[src/ate_pkg.sv]
// Package of the alarm type evaluator: register map, field layout, reset
// values, alarm type codes and the structs that carry grouped signals.
// Assumes a single 10 MHz clock domain and 16-bit signed engineering units.
package ate_pkg;

   // ------------------------------------------------------------------
   // Register map (byte addresses on APB)
   // ------------------------------------------------------------------
   localparam logic [7:0] ATE_OFF_CTRL = 8'h00;
   localparam logic [7:0] ATE_OFF_ALARMVAL = 8'h04;
   localparam logic [7:0] ATE_OFF_UPPER = 8'h08;
   localparam logic [7:0] ATE_OFF_LOWER = 8'h0c;
   localparam logic [7:0] ATE_OFF_HYST = 8'h10;
   localparam logic [7:0] ATE_OFF_STATUS = 8'h14;
   localparam logic [7:0] ATE_OFF_INTSTAT = 8'h18;
   localparam logic [7:0] ATE_OFF_INTMASK = 8'h1c;

   // ------------------------------------------------------------------
   // Field positions and reset values
   // ------------------------------------------------------------------
   localparam int unsigned ATE_CTRL_TYPE_LSB = 0;
   localparam int unsigned ATE_CTRL_HC_BIT = 8;
   localparam int unsigned ATE_ST_ALARM_BIT = 0;
   localparam int unsigned ATE_ST_ON_BIT = 1;
   localparam int unsigned ATE_ST_OFF_BIT = 2;
   localparam int unsigned ATE_ST_SB_BIT = 3;
   localparam int unsigned ATE_INT_RISE = 0;
   localparam int unsigned ATE_INT_FALL = 1;
   localparam int unsigned ATE_INT_W = 2;
   localparam logic [4:0] ATE_TYPE_RST = 5'h02;
   localparam logic [15:0] ATE_VAL_RST = 16'h0000;
   localparam logic [ATE_INT_W-1:0] ATE_MASK_RST = 2'h0;

   // ------------------------------------------------------------------
   // Alarm type codes
   // ------------------------------------------------------------------
   localparam logic [4:0] ATE_T_OFF = 5'h00;
   localparam logic [4:0] ATE_T_BAND_OUT = 5'h01;
   localparam logic [4:0] ATE_T_DEV_HIGH = 5'h02;
   localparam logic [4:0] ATE_T_DEV_LOW = 5'h03;
   localparam logic [4:0] ATE_T_BAND_IN = 5'h04;
   localparam logic [4:0] ATE_T_BAND_OUT_SB = 5'h05;
   localparam logic [4:0] ATE_T_DEV_HIGH_SB = 5'h06;
   localparam logic [4:0] ATE_T_DEV_LOW_SB = 5'h07;
   localparam logic [4:0] ATE_T_ABS_HIGH = 5'h08;
   localparam logic [4:0] ATE_T_ABS_LOW = 5'h09;
   localparam logic [4:0] ATE_T_ABS_HIGH_SB = 5'h0a;
   localparam logic [4:0] ATE_T_ABS_LOW_SB = 5'h0b;
   localparam logic [4:0] ATE_T_SP_HIGH = 5'h0e;
   localparam logic [4:0] ATE_T_SP_LOW = 5'h0f;
   localparam logic [4:0] ATE_T_MV_HIGH = 5'h10;
   localparam logic [4:0] ATE_T_MV_LOW = 5'h11;

   // ------------------------------------------------------------------
   // Types
   // ------------------------------------------------------------------
   typedef logic signed [15:0] ate_val_t;
   typedef logic signed [17:0] ate_wide_t;

   typedef struct packed {
      logic [4:0] alarmType;
      logic heatCool;
      ate_val_t alarmVal;
      ate_val_t upperOff;
      ate_val_t lowerOff;
      ate_val_t hyst;
   } ate_cfg_s;

   typedef struct packed {
      ate_val_t targetValue;
      ate_val_t measuredValue;
      ate_val_t controlOutputLevel;
      ate_val_t coolingOutputLevel;
   } ate_sample_s;

   typedef struct packed {
      logic valid;
      logic pvAboveBand;
      logic pvBelowBand;
      logic pvDevHigh;
      logic pvDevLow;
      logic pvAbsHigh;
      logic pvAbsLow;
      logic spAbsHigh;
      logic spAbsLow;
      logic mvAbsHigh;
      logic mvAbsLow;
   } ate_flags_s;

   typedef struct packed {
      ate_flags_s flags;
   } ate_eval_state_s;

   typedef enum logic [1:0] {
      ATE_SB_WAIT = 2'b01,
      ATE_SB_ARMED = 2'b10
   } ate_sb_e;

   typedef struct packed {
      logic pready;
      logic pslverr;
      logic [31:0] prdata;
      ate_cfg_s cfg;
      logic [ATE_INT_W-1:0] intStat;
      logic [ATE_INT_W-1:0] intMask;
      logic alarmFlag;
      logic irq;
      ate_sb_e sbState;
   } ate_state_s;

   // Sign-extend and add two values without overflow.
   function automatic ate_wide_t ate_add(input ate_val_t a, input ate_val_t b);
      return {{2{a[15]}}, a} + {{2{b[15]}}, b};
   endfunction

   // Sign-extend and subtract two values without overflow.
   function automatic ate_wide_t ate_sub(input ate_val_t a, input ate_val_t b);
      return {{2{a[15]}}, a} - {{2{b[15]}}, b};
   endfunction

   // Widen one value for comparison against a sum.
   function automatic ate_wide_t ate_ext(input ate_val_t a);
      return {{2{a[15]}}, a};
   endfunction

endpackage

[src/ate_core.sv]
// Alarm type evaluator top: APB register file, alarm type decode, range
// corner cases, standby sequence and a masked interrupt.
// Assumes samples arrive as one-cycle strobes synchronous to clk.
//
// The APB interface to the registers and the register offsets were decided locally.
`timescale 1ns/1ps
`default_nettype none
module ate_core (
   // Clock, reset and enable
   input wire logic clk,
   input wire logic rst_n,
   input wire logic ce,
   // APB slave
   input wire logic psel,
   input wire logic penable,
   input wire logic pwrite,
   input wire logic [31:0] paddr,
   input wire logic [31:0] pwdata,
   output logic [31:0] prdata,
   output logic pready,
   output logic pslverr,
   // Controller sample
   input wire logic sampleValid,
   input wire ate_pkg::ate_sample_s sample,
   // Alarm and interrupt
   output logic alarmFlag,
   output logic irq
);
   import ate_pkg::*;

   ate_state_s state_reg;
   ate_state_s state_next;
   ate_flags_s flags;
   logic setupPhase;
   logic accessDone;
   logic addrOk;
   logic [7:0] addrLow;
   logic hNeg;
   logic lNeg;
   logic hPos;
   logic lPos;
   logic [16:0] absH;
   logic [16:0] absL;
   logic degenerate;
   logic overlap;
   logic isStandbyType;
   logic rawAlarm;
   logic forcedOn;
   logic forcedOff;
   logic newAlarm;
   logic [ATE_INT_W-1:0] events;
   logic [31:0] rdValue;

   // ------------------------------------------------------------------
   // Comparator stage
   // ------------------------------------------------------------------
   ate_eval u_eval (
      .clk(clk),
      .rst_n(rst_n),
      .ce(ce),
      .sampleValid(sampleValid),
      .sample(sample),
      .cfg(state_reg.cfg),
      .flags(flags)
   );

   // ------------------------------------------------------------------
   // Offset corner cases
   // ------------------------------------------------------------------
   // The same sign and magnitude test drives types 1, 4 and 5, so it is
   // computed once; separate upper and lower offsets feed it.
   always_comb begin
      hNeg = state_reg.cfg.upperOff < 0;
      lNeg = state_reg.cfg.lowerOff < 0;
      hPos = state_reg.cfg.upperOff > 0;
      lPos = state_reg.cfg.lowerOff > 0;
      absH = hNeg ? 17'(-ate_ext(state_reg.cfg.upperOff)) : 17'(ate_ext(state_reg.cfg.upperOff));
      absL = lNeg ? 17'(-ate_ext(state_reg.cfg.lowerOff)) : 17'(ate_ext(state_reg.cfg.lowerOff));
      degenerate = (hNeg && lNeg) ||
         (hNeg && lPos && (absH >= absL)) ||
         (hPos && lNeg && (absH <= absL));
      // Band width below twice the hysteresis means both bands overlap.
      overlap = ate_add(state_reg.cfg.upperOff, state_reg.cfg.lowerOff) <
         ate_add(state_reg.cfg.hyst, state_reg.cfg.hyst);
   end

   // ------------------------------------------------------------------
   // Alarm type decode
   // ------------------------------------------------------------------
   // Types 12 and 13 and unused codes never raise the alarm here, since
   // their functions live outside this block.
   always_comb begin
      rawAlarm = 1'b0;
      forcedOn = 1'b0;
      forcedOff = 1'b0;
      isStandbyType = 1'b0;
      case (state_reg.cfg.alarmType)
         ATE_T_OFF: begin
            forcedOff = 1'b1;
         end
         ATE_T_BAND_OUT: begin
            rawAlarm = flags.pvAboveBand || flags.pvBelowBand;
            forcedOn = degenerate;
         end
         ATE_T_DEV_HIGH: begin
            rawAlarm = flags.pvDevHigh;
         end
         ATE_T_DEV_LOW: begin
            rawAlarm = flags.pvDevLow;
         end
         ATE_T_BAND_IN: begin
            rawAlarm = !flags.pvAboveBand && !flags.pvBelowBand;
            forcedOff = degenerate;
         end
         ATE_T_BAND_OUT_SB: begin
            rawAlarm = flags.pvAboveBand || flags.pvBelowBand;
            forcedOff = degenerate || overlap;
            isStandbyType = 1'b1;
         end
         ATE_T_DEV_HIGH_SB: begin
            rawAlarm = flags.pvDevHigh;
            isStandbyType = 1'b1;
         end
         ATE_T_DEV_LOW_SB: begin
            rawAlarm = flags.pvDevLow;
            isStandbyType = 1'b1;
         end
         ATE_T_ABS_HIGH: begin
            rawAlarm = flags.pvAbsHigh;
         end
         ATE_T_ABS_LOW: begin
            rawAlarm = flags.pvAbsLow;
         end
         ATE_T_ABS_HIGH_SB: begin
            rawAlarm = flags.pvAbsHigh;
            isStandbyType = 1'b1;
         end
         ATE_T_ABS_LOW_SB: begin
            rawAlarm = flags.pvAbsLow;
            isStandbyType = 1'b1;
         end
         ATE_T_SP_HIGH: begin
            rawAlarm = flags.spAbsHigh;
         end
         ATE_T_SP_LOW: begin
            rawAlarm = flags.spAbsLow;
         end
         ATE_T_MV_HIGH: begin
            rawAlarm = flags.mvAbsHigh;
         end
         ATE_T_MV_LOW: begin
            rawAlarm = flags.mvAbsLow;
         end
         default: begin
            forcedOff = 1'b1;
         end
      endcase
   end

   // ------------------------------------------------------------------
   // APB decode and read mux
   // ------------------------------------------------------------------
   // Only the low byte is decoded; any higher address bit set is an error.
   always_comb begin
      addrLow = paddr[7:0];
      setupPhase = psel && !penable;
      accessDone = psel && penable && state_reg.pready;
      addrOk = (paddr[31:8] == 24'h000000) && (paddr[1:0] == 2'h0) &&
         (addrLow <= ATE_OFF_INTMASK);
      rdValue = 32'h00000000;
      case (addrLow)
         ATE_OFF_CTRL: begin
            rdValue[ATE_CTRL_TYPE_LSB +: 5] = state_reg.cfg.alarmType;
            rdValue[ATE_CTRL_HC_BIT] = state_reg.cfg.heatCool;
         end
         ATE_OFF_ALARMVAL: rdValue[15:0] = state_reg.cfg.alarmVal;
         ATE_OFF_UPPER: rdValue[15:0] = state_reg.cfg.upperOff;
         ATE_OFF_LOWER: rdValue[15:0] = state_reg.cfg.lowerOff;
         ATE_OFF_HYST: rdValue[15:0] = state_reg.cfg.hyst;
         ATE_OFF_STATUS: begin
            rdValue[ATE_ST_ALARM_BIT] = state_reg.alarmFlag;
            rdValue[ATE_ST_ON_BIT] = forcedOn;
            rdValue[ATE_ST_OFF_BIT] = forcedOff;
            rdValue[ATE_ST_SB_BIT] = state_reg.sbState == ATE_SB_WAIT;
         end
         ATE_OFF_INTSTAT: rdValue[ATE_INT_W-1:0] = state_reg.intStat;
         ATE_OFF_INTMASK: rdValue[ATE_INT_W-1:0] = state_reg.intMask;
         default: rdValue = 32'h00000000;
      endcase
   end

   // ------------------------------------------------------------------
   // Next state
   // ------------------------------------------------------------------
   always_comb begin
      state_next = state_reg;
      newAlarm = state_reg.alarmFlag;
      events = '0;

      // Answer every access with one wait-free access cycle; data is captured
      // in the setup cycle so that prdata comes straight from a flop.
      state_next.pready = setupPhase;
      if (setupPhase) begin
         state_next.prdata = (addrOk && !pwrite) ? rdValue : 32'h00000000;
         state_next.pslverr = !addrOk;
      end else if (!psel) begin
         state_next.pslverr = 1'b0;
         state_next.prdata = 32'h00000000;
      end

      // Register writes take effect at the completing edge.
      if (accessDone && pwrite && addrOk) begin
         case (addrLow)
            ATE_OFF_CTRL: begin
               state_next.cfg.alarmType = pwdata[ATE_CTRL_TYPE_LSB +: 5];
               state_next.cfg.heatCool = pwdata[ATE_CTRL_HC_BIT];
               // A new type restarts the standby sequence.
               state_next.sbState = ATE_SB_WAIT;
            end
            ATE_OFF_ALARMVAL: state_next.cfg.alarmVal = pwdata[15:0];
            ATE_OFF_UPPER: state_next.cfg.upperOff = pwdata[15:0];
            ATE_OFF_LOWER: state_next.cfg.lowerOff = pwdata[15:0];
            ATE_OFF_HYST: state_next.cfg.hyst = pwdata[15:0];
            ATE_OFF_INTMASK: state_next.intMask = pwdata[ATE_INT_W-1:0];
            default: state_next.cfg = state_reg.cfg;
         endcase
      end

      // Each sample re-evaluates the selected type.
      if (flags.valid) begin
         if (forcedOn) begin
            newAlarm = 1'b1;
         end else if (forcedOff) begin
            newAlarm = 1'b0;
         end else if (isStandbyType) begin
            // Standby holds the alarm off until the first clear sample.
            case (state_reg.sbState)
               ATE_SB_WAIT: begin
                  newAlarm = 1'b0;
                  if (!rawAlarm) begin
                     state_next.sbState = ATE_SB_ARMED;
                  end
               end
               ATE_SB_ARMED: newAlarm = rawAlarm;
               default: state_next.sbState = ATE_SB_WAIT;
            endcase
         end else begin
            newAlarm = rawAlarm;
         end
      end
      state_next.alarmFlag = newAlarm;

      // Sticky events; a read clears only the bits it reported in its setup
      // cycle, so an event between setup and completion is not lost, and a
      // new event in the completing cycle wins as well.
      events[ATE_INT_RISE] = newAlarm && !state_reg.alarmFlag;
      events[ATE_INT_FALL] = !newAlarm && state_reg.alarmFlag;
      if (accessDone && !pwrite && addrOk && (addrLow == ATE_OFF_INTSTAT)) begin
         state_next.intStat = (state_reg.intStat & ~state_reg.prdata[ATE_INT_W-1:0]) | events;
      end else begin
         state_next.intStat = state_reg.intStat | events;
      end
      state_next.irq = |(state_next.intStat & state_next.intMask);
   end

   // ------------------------------------------------------------------
   // State register
   // ------------------------------------------------------------------
   // Everything freezes while ce is low, including the bus answer.
   always_ff @(posedge clk or negedge rst_n) begin
      if (!rst_n) begin
         state_reg.pready <= 1'b0;
         state_reg.pslverr <= 1'b0;
         state_reg.prdata <= 32'h00000000;
         state_reg.cfg.alarmType <= ATE_TYPE_RST;
         state_reg.cfg.heatCool <= 1'b0;
         state_reg.cfg.alarmVal <= ATE_VAL_RST;
         state_reg.cfg.upperOff <= ATE_VAL_RST;
         state_reg.cfg.lowerOff <= ATE_VAL_RST;
         state_reg.cfg.hyst <= ATE_VAL_RST;
         state_reg.intStat <= '0;
         state_reg.intMask <= ATE_MASK_RST;
         state_reg.alarmFlag <= 1'b0;
         state_reg.irq <= 1'b0;
         state_reg.sbState <= ATE_SB_WAIT;
      end else if (ce) begin
         state_reg <= state_next;
      end
   end

   // ------------------------------------------------------------------
   // Outputs
   // ------------------------------------------------------------------
   assign prdata = state_reg.prdata;
   assign pready = state_reg.pready;
   assign pslverr = state_reg.pslverr;
   assign alarmFlag = state_reg.alarmFlag;
   assign irq = state_reg.irq;

endmodule
`default_nettype wire

[src/ate_eval.sv]
// Comparator stage of the alarm type evaluator: on each sample strobe it
// registers every comparison with the sample that any alarm type may need.
// Assumes the sample and configuration are stable in the strobe cycle.
`timescale 1ns/1ps
`default_nettype none
module ate_eval (
   // Clock, reset and enable
   input wire logic clk,
   input wire logic rst_n,
   input wire logic ce,
   // Sample strobe and data
   input wire logic sampleValid,
   input wire ate_pkg::ate_sample_s sample,
   input wire ate_pkg::ate_cfg_s cfg,
   // Registered comparison results
   output ate_pkg::ate_flags_s flags
);
   import ate_pkg::*;

   ate_eval_state_s state_reg;
   ate_eval_state_s state_next;
   ate_val_t mvHigh;
   ate_val_t mvLow;

   // --------------------------------------------------------------
   // Comparisons
   // --------------------------------------------------------------
   // In heating/cooling mode the upper check uses the heating level and the
   // lower check the cooling level; a single output serves both otherwise.
   always_comb begin
      mvHigh = sample.controlOutputLevel;
      mvLow = cfg.heatCool ? sample.coolingOutputLevel : sample.controlOutputLevel;
      state_next = state_reg;
      state_next.flags.valid = sampleValid;
      if (sampleValid) begin
         // All sums are widened to 18 bits so offsets never wrap.
         state_next.flags.pvAboveBand = ate_ext(sample.measuredValue) >=
            ate_add(sample.targetValue, cfg.upperOff);
         state_next.flags.pvBelowBand = ate_ext(sample.measuredValue) <=
            ate_sub(sample.targetValue, cfg.lowerOff);
         state_next.flags.pvDevHigh = ate_ext(sample.measuredValue) >=
            ate_add(sample.targetValue, cfg.alarmVal);
         state_next.flags.pvDevLow = ate_ext(sample.measuredValue) <=
            ate_sub(sample.targetValue, cfg.alarmVal);
         state_next.flags.pvAbsHigh = sample.measuredValue > cfg.alarmVal;
         state_next.flags.pvAbsLow = sample.measuredValue < cfg.alarmVal;
         state_next.flags.spAbsHigh = sample.targetValue > cfg.alarmVal;
         state_next.flags.spAbsLow = sample.targetValue < cfg.alarmVal;
         state_next.flags.mvAbsHigh = mvHigh > cfg.alarmVal;
         state_next.flags.mvAbsLow = mvLow < cfg.alarmVal;
      end
   end

   // State register, frozen while the clock enable is low.
   always_ff @(posedge clk or negedge rst_n) begin
      if (!rst_n) begin
         state_reg <= '0;
      end else if (ce) begin
         state_reg <= state_next;
      end
   end

   assign flags = state_reg.flags;

endmodule
`default_nettype wire

[config.mk]
export PLATFORM = sky130hd
export DESIGN_NAME = ate_core
export DESIGN_NICKNAME = d
export VERILOG_FILES = /design/src/ate_pkg.sv /design/src/ate_core.sv /design/src/ate_eval.sv
export SDC_FILE = /design/constraint.sdc
export NUM_CORES = 1
export LEC_CHECK = 0
export BUFFER_PORTS_ARGS = -buffer_cell sky130_fd_sc_hd__buf_2
export CAP_MARGIN = 20
export CORE_MARGIN = 1.5
export CORE_UTILIZATION = 55
export DETAILED_ROUTE_END_ITERATION = 7
export PLACE_DENSITY_LB_ADDON = 0.25
export REMOVE_ABC_BUFFERS = 1
export SETUP_SLACK_MARGIN = 0.4
export SLEW_MARGIN = 25
export SYNTH_ARGS = -nofsm -noshare
export SYNTH_HDL_FRONTEND = slang
export SYNTH_SLANG_ARGS = --single-unit
[constraint.sdc]
create_clock -name clk -period 3.7 [get_ports clk]
set_clock_uncertainty 0.15 [all_clocks]
set_input_delay 0.185 -clock clk [delete_from_list [all_inputs] [get_ports clk]]
set_output_delay 0.185 -clock clk [all_outputs]
set_load 0.03 [all_outputs]
==> flow_summary.json, run 1 <==
{
  "fin_crit_sh": 1.15,
  "synthCells": 1488,
  "async_reset_ff_frac": 1.00,
  "finalWorstSetupSlack_ps": -540,
  "fp.dieH_um": 157,
  "die_area_um2": 24600,
  "worstHoldStart": "pwdata[8]",
  "crit_top_cell": "o21a_1",
  "wl_per_cell_um": 20.3,
  "core_area_um2": 23300,
  "grt_max_degree": 64,
  "maxCapViolCount": 0,
  "antenna_found_initial": 0,
  "grt_pass1_vias": 12300,
  "worstReg2RegEnd": "irq$_DFFE_PN0P_",
  "crit_slowest_cell": "dfrtp_1",
  "status": "finished with violations",
  "portBuffers": 138,
  "drt_pass1_iterations": 8,
  "worst_slew_pin_slew_ps": 897,
  "crit_type": "flip-flop to flip-flop",
  "io_pins": 171,
  "drive_gt1_frac": 0.287,
  "start_kind": "flip-flop",
  "ant_nets": 0,
  "critPathMaxStageDelay_ps": 440,
  "dr_total_vias": 12700,
  "clk_pin_slew_ps": 80,
  "netlist-cell-type-count": 80,
  "clock-sinks": 107,
  "die_x_um": 157,
  "worst_setup_path_end_kind": "flip-flop",
  "drc": 0,
  "cts_made_buffers": 9,
  "synth_edf_count": 0,
  "critPathRequiredTime_ps": 3780,
  "syn_area_per_cell_um2": 8.74,
  "placementRows": 56,
  "clk_root_buffer_cell": "clkbuf_16",
  "hold_end": "state_reg[32]$_DFFE_PN0P_",
  "min_path_cells": 2,
  "utilization": 0.700,
  "syn2layout_area_growth_pct": 25.6,
  "peakVddDrop_mv": 0.216,
  "post_dp_cell_area_um2": 15000,
  "worst_ep_arrival_time_ps": 4320,
  "wirelength_um": 42800,
  "clockBufferDepth": 2,
  "rr_startpoint": "state_reg[26]$_DFFE_PN0P_",
  "max_freq_mhz": 236,
  "initial_core_util": 0.557,
  "rsz0062_at_grt": "true",
  "ys_warn_count": 0,
  "overflow": 0,
  "synth_flop_cell": "dfrtp_1",
  "via_per_inst": 6.03,
  "reg2regPathDepth": 18,
  "p_per_area_nw_per_um2": 195,
  "htree_levels": 3,
  "setup_viol": 10,
  "instances_no_fill": 2113,
  "drt_iter0_drc": 889,
  "yosysSeqAreaShare": 0.206,
  "synth_area_um2": 13000,
  "largest_reg_flops": 76,
  "worstSkewPairLatency_ps": 370,
  "numPlacedInstances": 2056,
  "antenna_cells": 0,
  "max_slew_margin": 0.402,
  "ys_seq_elements": 107,
  "cts_tree": "built",
  "nets": 2162,
  "gp_congestion": 0.954,
  "worstPathCellList": "ha_4 -> buf_6 -> o21a_1 -> a211oi_2 -> o31ai_2 -> nor4_2 -> nor3_2 -> a41oi_2 -> a21oi_2 -> xor2_1 -> ha_1 -> and4_4 -> a22oi_2 -> nand4_1 -> a31o_2 -> a32oi_4 -> o21a_1 -> o211ai_2",
  "violations": "setup timing",
  "dp_hpwl_um": 33200,
  "track_usage": 0.349,
  "finalCriticalPeriod_ps": 4240,
  "maxSlewViolCount": 0,
  "n_fill_cell": 1939,
  "regToRegSetupSlack_ps": -540,
  "cp_max_fo": 6,
  "postLayoutCellArea_um2": 16300,
  "hold_class": "primary input to flip-flop",
  "final_hold_viol_count": 0,
  "p_leak_nw": 7.77,
  "grt_pass1_wl_um": 65900
}
==> cells in the final DEF, fill, tap and decap left out, types with 62 or more instances in the layout <==
cell / n
inv_1: 100
nor2_1: 84
buf_2: 137
xnor2_1: 67
nand2_1: 95
a21oi_1: 81
ha_1: 220
buf_4: 177
dfrtp_1: 105
o21ai_0: 62
==> power breakdown <==
group          total (mW)  switching, mW  internal [mW]
combinational       0.865          0.487          0.378
sequential           1.21         0.0203           1.19
clock                1.11          0.507          0.605
total                3.19           1.01           2.17
==> layout make-up <==
class	count	area (um^2)	area share
Clock inverter	6	95.1	0.00582
Timing Repair Buffer	343	2340	0.143
Tap cell	319	399	0.0244
Sequential cell	107	2680	0.164
Inverter	104	390	0.0239
Multi-Input combinational cell	1224	10200	0.625
Clock buffer	10	229	0.0140
==> routing by layer <==
layer  share of wire  vias to the layer above  track usage
met3           0.078                       91       0.0584
met1            0.43                     6051        0.465
met2            0.45                      542        0.565
met5               0                        -            0
li1                -                     6060            -
met4           0.037                        0        0.129
==> critical path: cells and delay by family (launching register included) <==
family          cells  cell delay, ps
compound gates     10            2020
simple gates        4             620
fa+ha+maj           2             570
flops               1             440
xor+xnor            1             190
buf+inv             1             100
==> through the flow <==
| step | hold WS [ps] | worst slack [ps] | power [mW] | setup TNS, ps |
|---|---|---|---|---|
| 2_1_floorplan | -261 | -449 | 1.68 | -3200 |
| 3_3_place_gp | 204 | -637 | 1.97 | -5190 |
| 3_5_place_dp | 212 | -716 | 2.00 | -6230 |
| 4_1_cts | 2.98 | -533 | 3.16 | -3730 |
| 5_1_grt | 17.2 | -774 | 3.32 | -6530 |
| 6_report | 5.10 | -540 | 3.19 | -4130 |
==> cells by family after synthesis <==
kind of cell             share of synthesized area
other                                     0.000577
buffers and inverters                       0.0606
adder cells (fa/ha/maj)                      0.232
multiplexers                                0.0896
AND/OR/NAND/NOR                              0.154
XOR/XNOR                                    0.0572
AO/OA/AOI/OAI                                0.200
flip-flops                                   0.206
==> cell usage after synthesis, drive strengths merged (11+ instances only) <==
library cell,number,share of area
nand3,27,0.010
mux2,91,0.079
a222oi,11,0.0085
nor2,84,0.024
o31ai,14,0.0081
o21bai,12,0.0069
buf,43,0.023
xor2,17,0.011
xnor2,68,0.046
nor3,39,0.016
nand2b,19,0.0091
o21a,22,0.013
mux2i,14,0.011
clkbuf,26,0.0075
ha,233,0.22
a211oi,11,0.0071
inv,104,0.030
nand4,28,0.013
a21oi,98,0.038
nor2b,21,0.010
nand2,99,0.029
o21ai,86,0.033
nor4,18,0.0098
a31oi,18,0.0087
and3,11,0.0053
dfrtp,105,0.20
a21boi,14,0.0081
a21o,36,0.021
==> repair_timing <==
| item | in CTS | in global routing |
|---|---|---|
| hold buffers | 14 | 0 |
| pin swaps | 76 | 47 |
| endpoints found under the hold margin | 105 | 0 |
| buffers inserted | 15 | 12 |
| gates resized for setup | 102 | 42 |
| setup endpoints to repair | 12 | 12 |
==> how the worst max path moves through the flow <==
stage | slack [ps] | cells past startpoint | endpoint | from
2_1_floorplan | -450 | 19 | irq$_DFFE_PN0P_ | state_reg[24]$_DFFE_PN0P_
3_3_place_gp | -640 | 20 | irq$_DFFE_PN0P_ | state_reg[40]$_DFFE_PN0P_
3_5_place_dp | -720 | 20 | irq$_DFFE_PN0P_ | state_reg[40]$_DFFE_PN0P_
4_1_cts | -530 | 18 | irq$_DFFE_PN0P_ | state_reg[25]$_DFFE_PN0P_
5_1_grt | -770 | 18 | irq$_DFFE_PN0P_ | state_reg[26]$_DFFE_PN0P_
6_report | -540 | 18 | irq$_DFFE_PN0P_ | state_reg[26]$_DFFE_PN0P_
Power figures use the tool's default switching activity.
==> run 2, diff against run 1 <==
--- a/config.mk
+++ b/config.mk
@@ -8,7 +8,7 @@
 export BUFFER_PORTS_ARGS = -buffer_cell sky130_fd_sc_hd__buf_2
 export CAP_MARGIN = 20
 export CORE_MARGIN = 1.5
-export CORE_UTILIZATION = 55
+export CORE_UTILIZATION = 60
 export DETAILED_ROUTE_END_ITERATION = 7
 export PLACE_DENSITY_LB_ADDON = 0.25
 export REMOVE_ABC_BUFFERS = 1
==> constraint.sdc (replaced) <==
create_clock -name clk -period 4.4 [get_ports clk]
set_clock_uncertainty 0.15 [all_clocks]
set_input_delay 0.22 -clock clk [delete_from_list [all_inputs] [get_ports clk]]
set_output_delay 0.22 -clock clk [all_outputs]
set_load 0.03 [all_outputs]
==> run 2 against run 1 <==
Against the previous run: the flow now finishes without violations; register-to-register slack improved by 670 ps; maximum frequency fell by 0.73%; clock power decreased by 21%; design area decreased by 7.3%; setup slack improved by 670 ps; cell count decreased by 7.3%; worst hold slack improved by 1.1 ps; utilization increased by 1.6 points; combinational power shrank 22%; power down 19%; via count fell by 3.3%; sequential cell count did not move; critical path type unchanged.
==> flow_summary.json, run 2 (synthesis gave the netlist of run 1 again) <==
{
  "status": "complete, no violations",
  "grt_pass1_wl_um": 60500,
  "worst_setup_path_end_kind": "flip-flop",
  "htree_levels": 3,
  "track_usage": 0.345,
  "wirelength_um": 39800,
  "largest_reg_flops": 76,
  "dr_total_vias": 12300,
  "grt_max_degree": 64,
  "start_kind": "flip-flop",
  "hold_class": "primary input to flip-flop",
  "grt_pass1_vias": 11400,
  "met2_length_um": 17900,
  "ant_nets": 0,
  "overflow": 0,
  "rsz0062_at_grt": "true",
  "wl_per_cell_um": 20.3,
  "drt_pass1_iterations": 6,
  "cp_max_fo": 6,
  "die_x_um": 150,
  "nets": 2051,
  "rr_startpoint": "state_reg[26]$_DFFE_PN0P_",
  "reg2regPathDepth": 18,
  "worst_ep_arrival_time_ps": 4340,
  "die_area_um2": 22600,
  "routed.top_layer": "met4",
  "power.total_mw": 2.58,
  "finalWorstSetupSlack_ps": 129,
  "setup_tns_ps": 0,
  "holdWs_ps": 6.20,
  "io_pins": 171,
  "drc": 0,
  "final_cell_mix": "ha_1 (222), buf_2 (137), dfrtp_1 (102)",
  "placementRows": 53,
  "max_freq_mhz": 234,
  "dp_hpwl_um": 31000,
  "fp.dieH_um": 150,
  "p_per_area_nw_per_um2": 170,
  "core_area_um2": 21200,
  "final_common_cell": "ha_1",
  "wl_met3_um": 2960,
  "crit_type": "flip-flop to flip-flop",
  "maxSlewViolCount": 0,
  "crit_slowest_cell": "dfrtp_1",
  "drt_iter0_drc": 1070,
  "final_hold_viol_count": 0,
  "cts_made_buffers": 9,
  "cts_tree": "built",
  "setup_viol": 0,
  "clk_pin_slew_ps": 80,
  "maxCapViolCount": 0,
  "clockBufferDepth": 2,
  "antenna_cells": 0,
  "drive_gt1_frac": 0.225,
  "peakVddDrop_mv": 0.207,
  "crit_end": "irq$_DFFE_PN0P_",
  "regToRegSetupSlack_ps": 130,
  "p_leak_nw": 7.23,
  "via_per_inst": 6.29,
  "crit_top_cell": "o21a_1",
  "route.layer.met1.wl_um": 17200,
  "critPathMaxStageDelay_ps": 430,
  "portBuffers": 138,
  "clock-sinks": 107,
  "worstReg2RegEnd": "irq$_DFFE_PN0P_",
  "worst_slew_pin_slew_ps": 829,
  "clk_root_buffer_cell": "clkbuf_16",
  "max_slew_margin": 0.448,
  "finalCriticalPeriod_ps": 4270,
  "worstPathCellList": "ha_4 -> buf_6 -> o21a_1 -> a211oi_2 -> o31ai_2 -> nor4_1 -> nor3_1 -> a41oi_1 -> a21oi_1 -> xor2_1 -> ha_1 -> and4_1 -> a22oi_1 -> nand4_1 -> a31o_2 -> a32oi_4 -> o21a_1 -> o211ai_2",
  "worstSkewPairLatency_ps": 370,
  "gp_congestion": 0.939,
  "fin_crit_sh": 0.971,
  "syn2layout_area_growth_pct": 16.4,
  "critPathRequiredTime_ps": 4470,
  "antenna_found_initial": 0,
  "initial_core_util": 0.615,
  "crit_start": "state_reg[26]$_DFFE_PN0P_",
  "dp_slack_ps": -26.4
}
[run 2: worst min-delay path by stage]
stage | from | end | slack, ps | cells past startpoint
finish | pwrite | state_reg[0]$_DFFE_PN1P_ | 6 | 3
floorplan | rst_n | alarmFlag$_DFFE_PN0P_ | -230 | 0
global route | pwrite | state_reg[0]$_DFFE_PN1P_ | 30 | 3
CTS | pwrite | state_reg[0]$_DFFE_PN1P_ | 0.3 | 3
detailed placement | rst_n | u_eval.flags[9]$_DFFE_PN0P_ | -80 | 1
global placement | rst_n | u_eval.flags[9]$_DFFE_PN0P_ | -70 | 1
[run 2: layer usage]
layer / up-vias / track usage
met5: - / 0
met4: 0 / 0.138
met3: 84 / 0.0364
met2: 578 / 0.548
met1: 5809 / 0.478
li1: 5848 / -
[run 2: cell type report]
type                    instances  area [um^2]
fillers                      1670         6020
well taps                     275          344
inverters                     104          395
multi-input cells            1224         9950
repair buffers                232         1450
clock inverters                 5         66.3
flip-flops and latches        107         2680
clock buffers                  11          253
[run 2: metrics by stage]
stage	instances	cell area, um^2	util
global route	1958	15100	0.716
global placement	1900	14100	0.666
finish	1958	15100	0.716
CTS	1935	14700	0.694
detailed placement	1900	14100	0.666
floorplan	1435	12700	-
[run 2: power breakdown]
group,switching [mW],internal (mW)
clock network,0.402,0.480
logic,0.384,0.289
registers,0.0188,1.00
[run 2: what timing repair did]
action                                 4_1_cts  5_1_grt
pin swaps                                   14       40
endpoints found under the hold margin       82        0
gates resized for setup                     27       65
setup endpoints to repair                   10       12
setup buffers                                7       23
hold buffers                                12        0
[run 2: critical path: cells and delay by family (launching register included)]
family                   cells  cell delay [ps]
XOR/XNOR                     1              180
adder cells (fa/ha/maj)      2              560
flip-flops                   1              430
AO/OA/AOI/OAI               10             2020
buffers and inverters        1               90
AND/OR/NAND/NOR              4              700
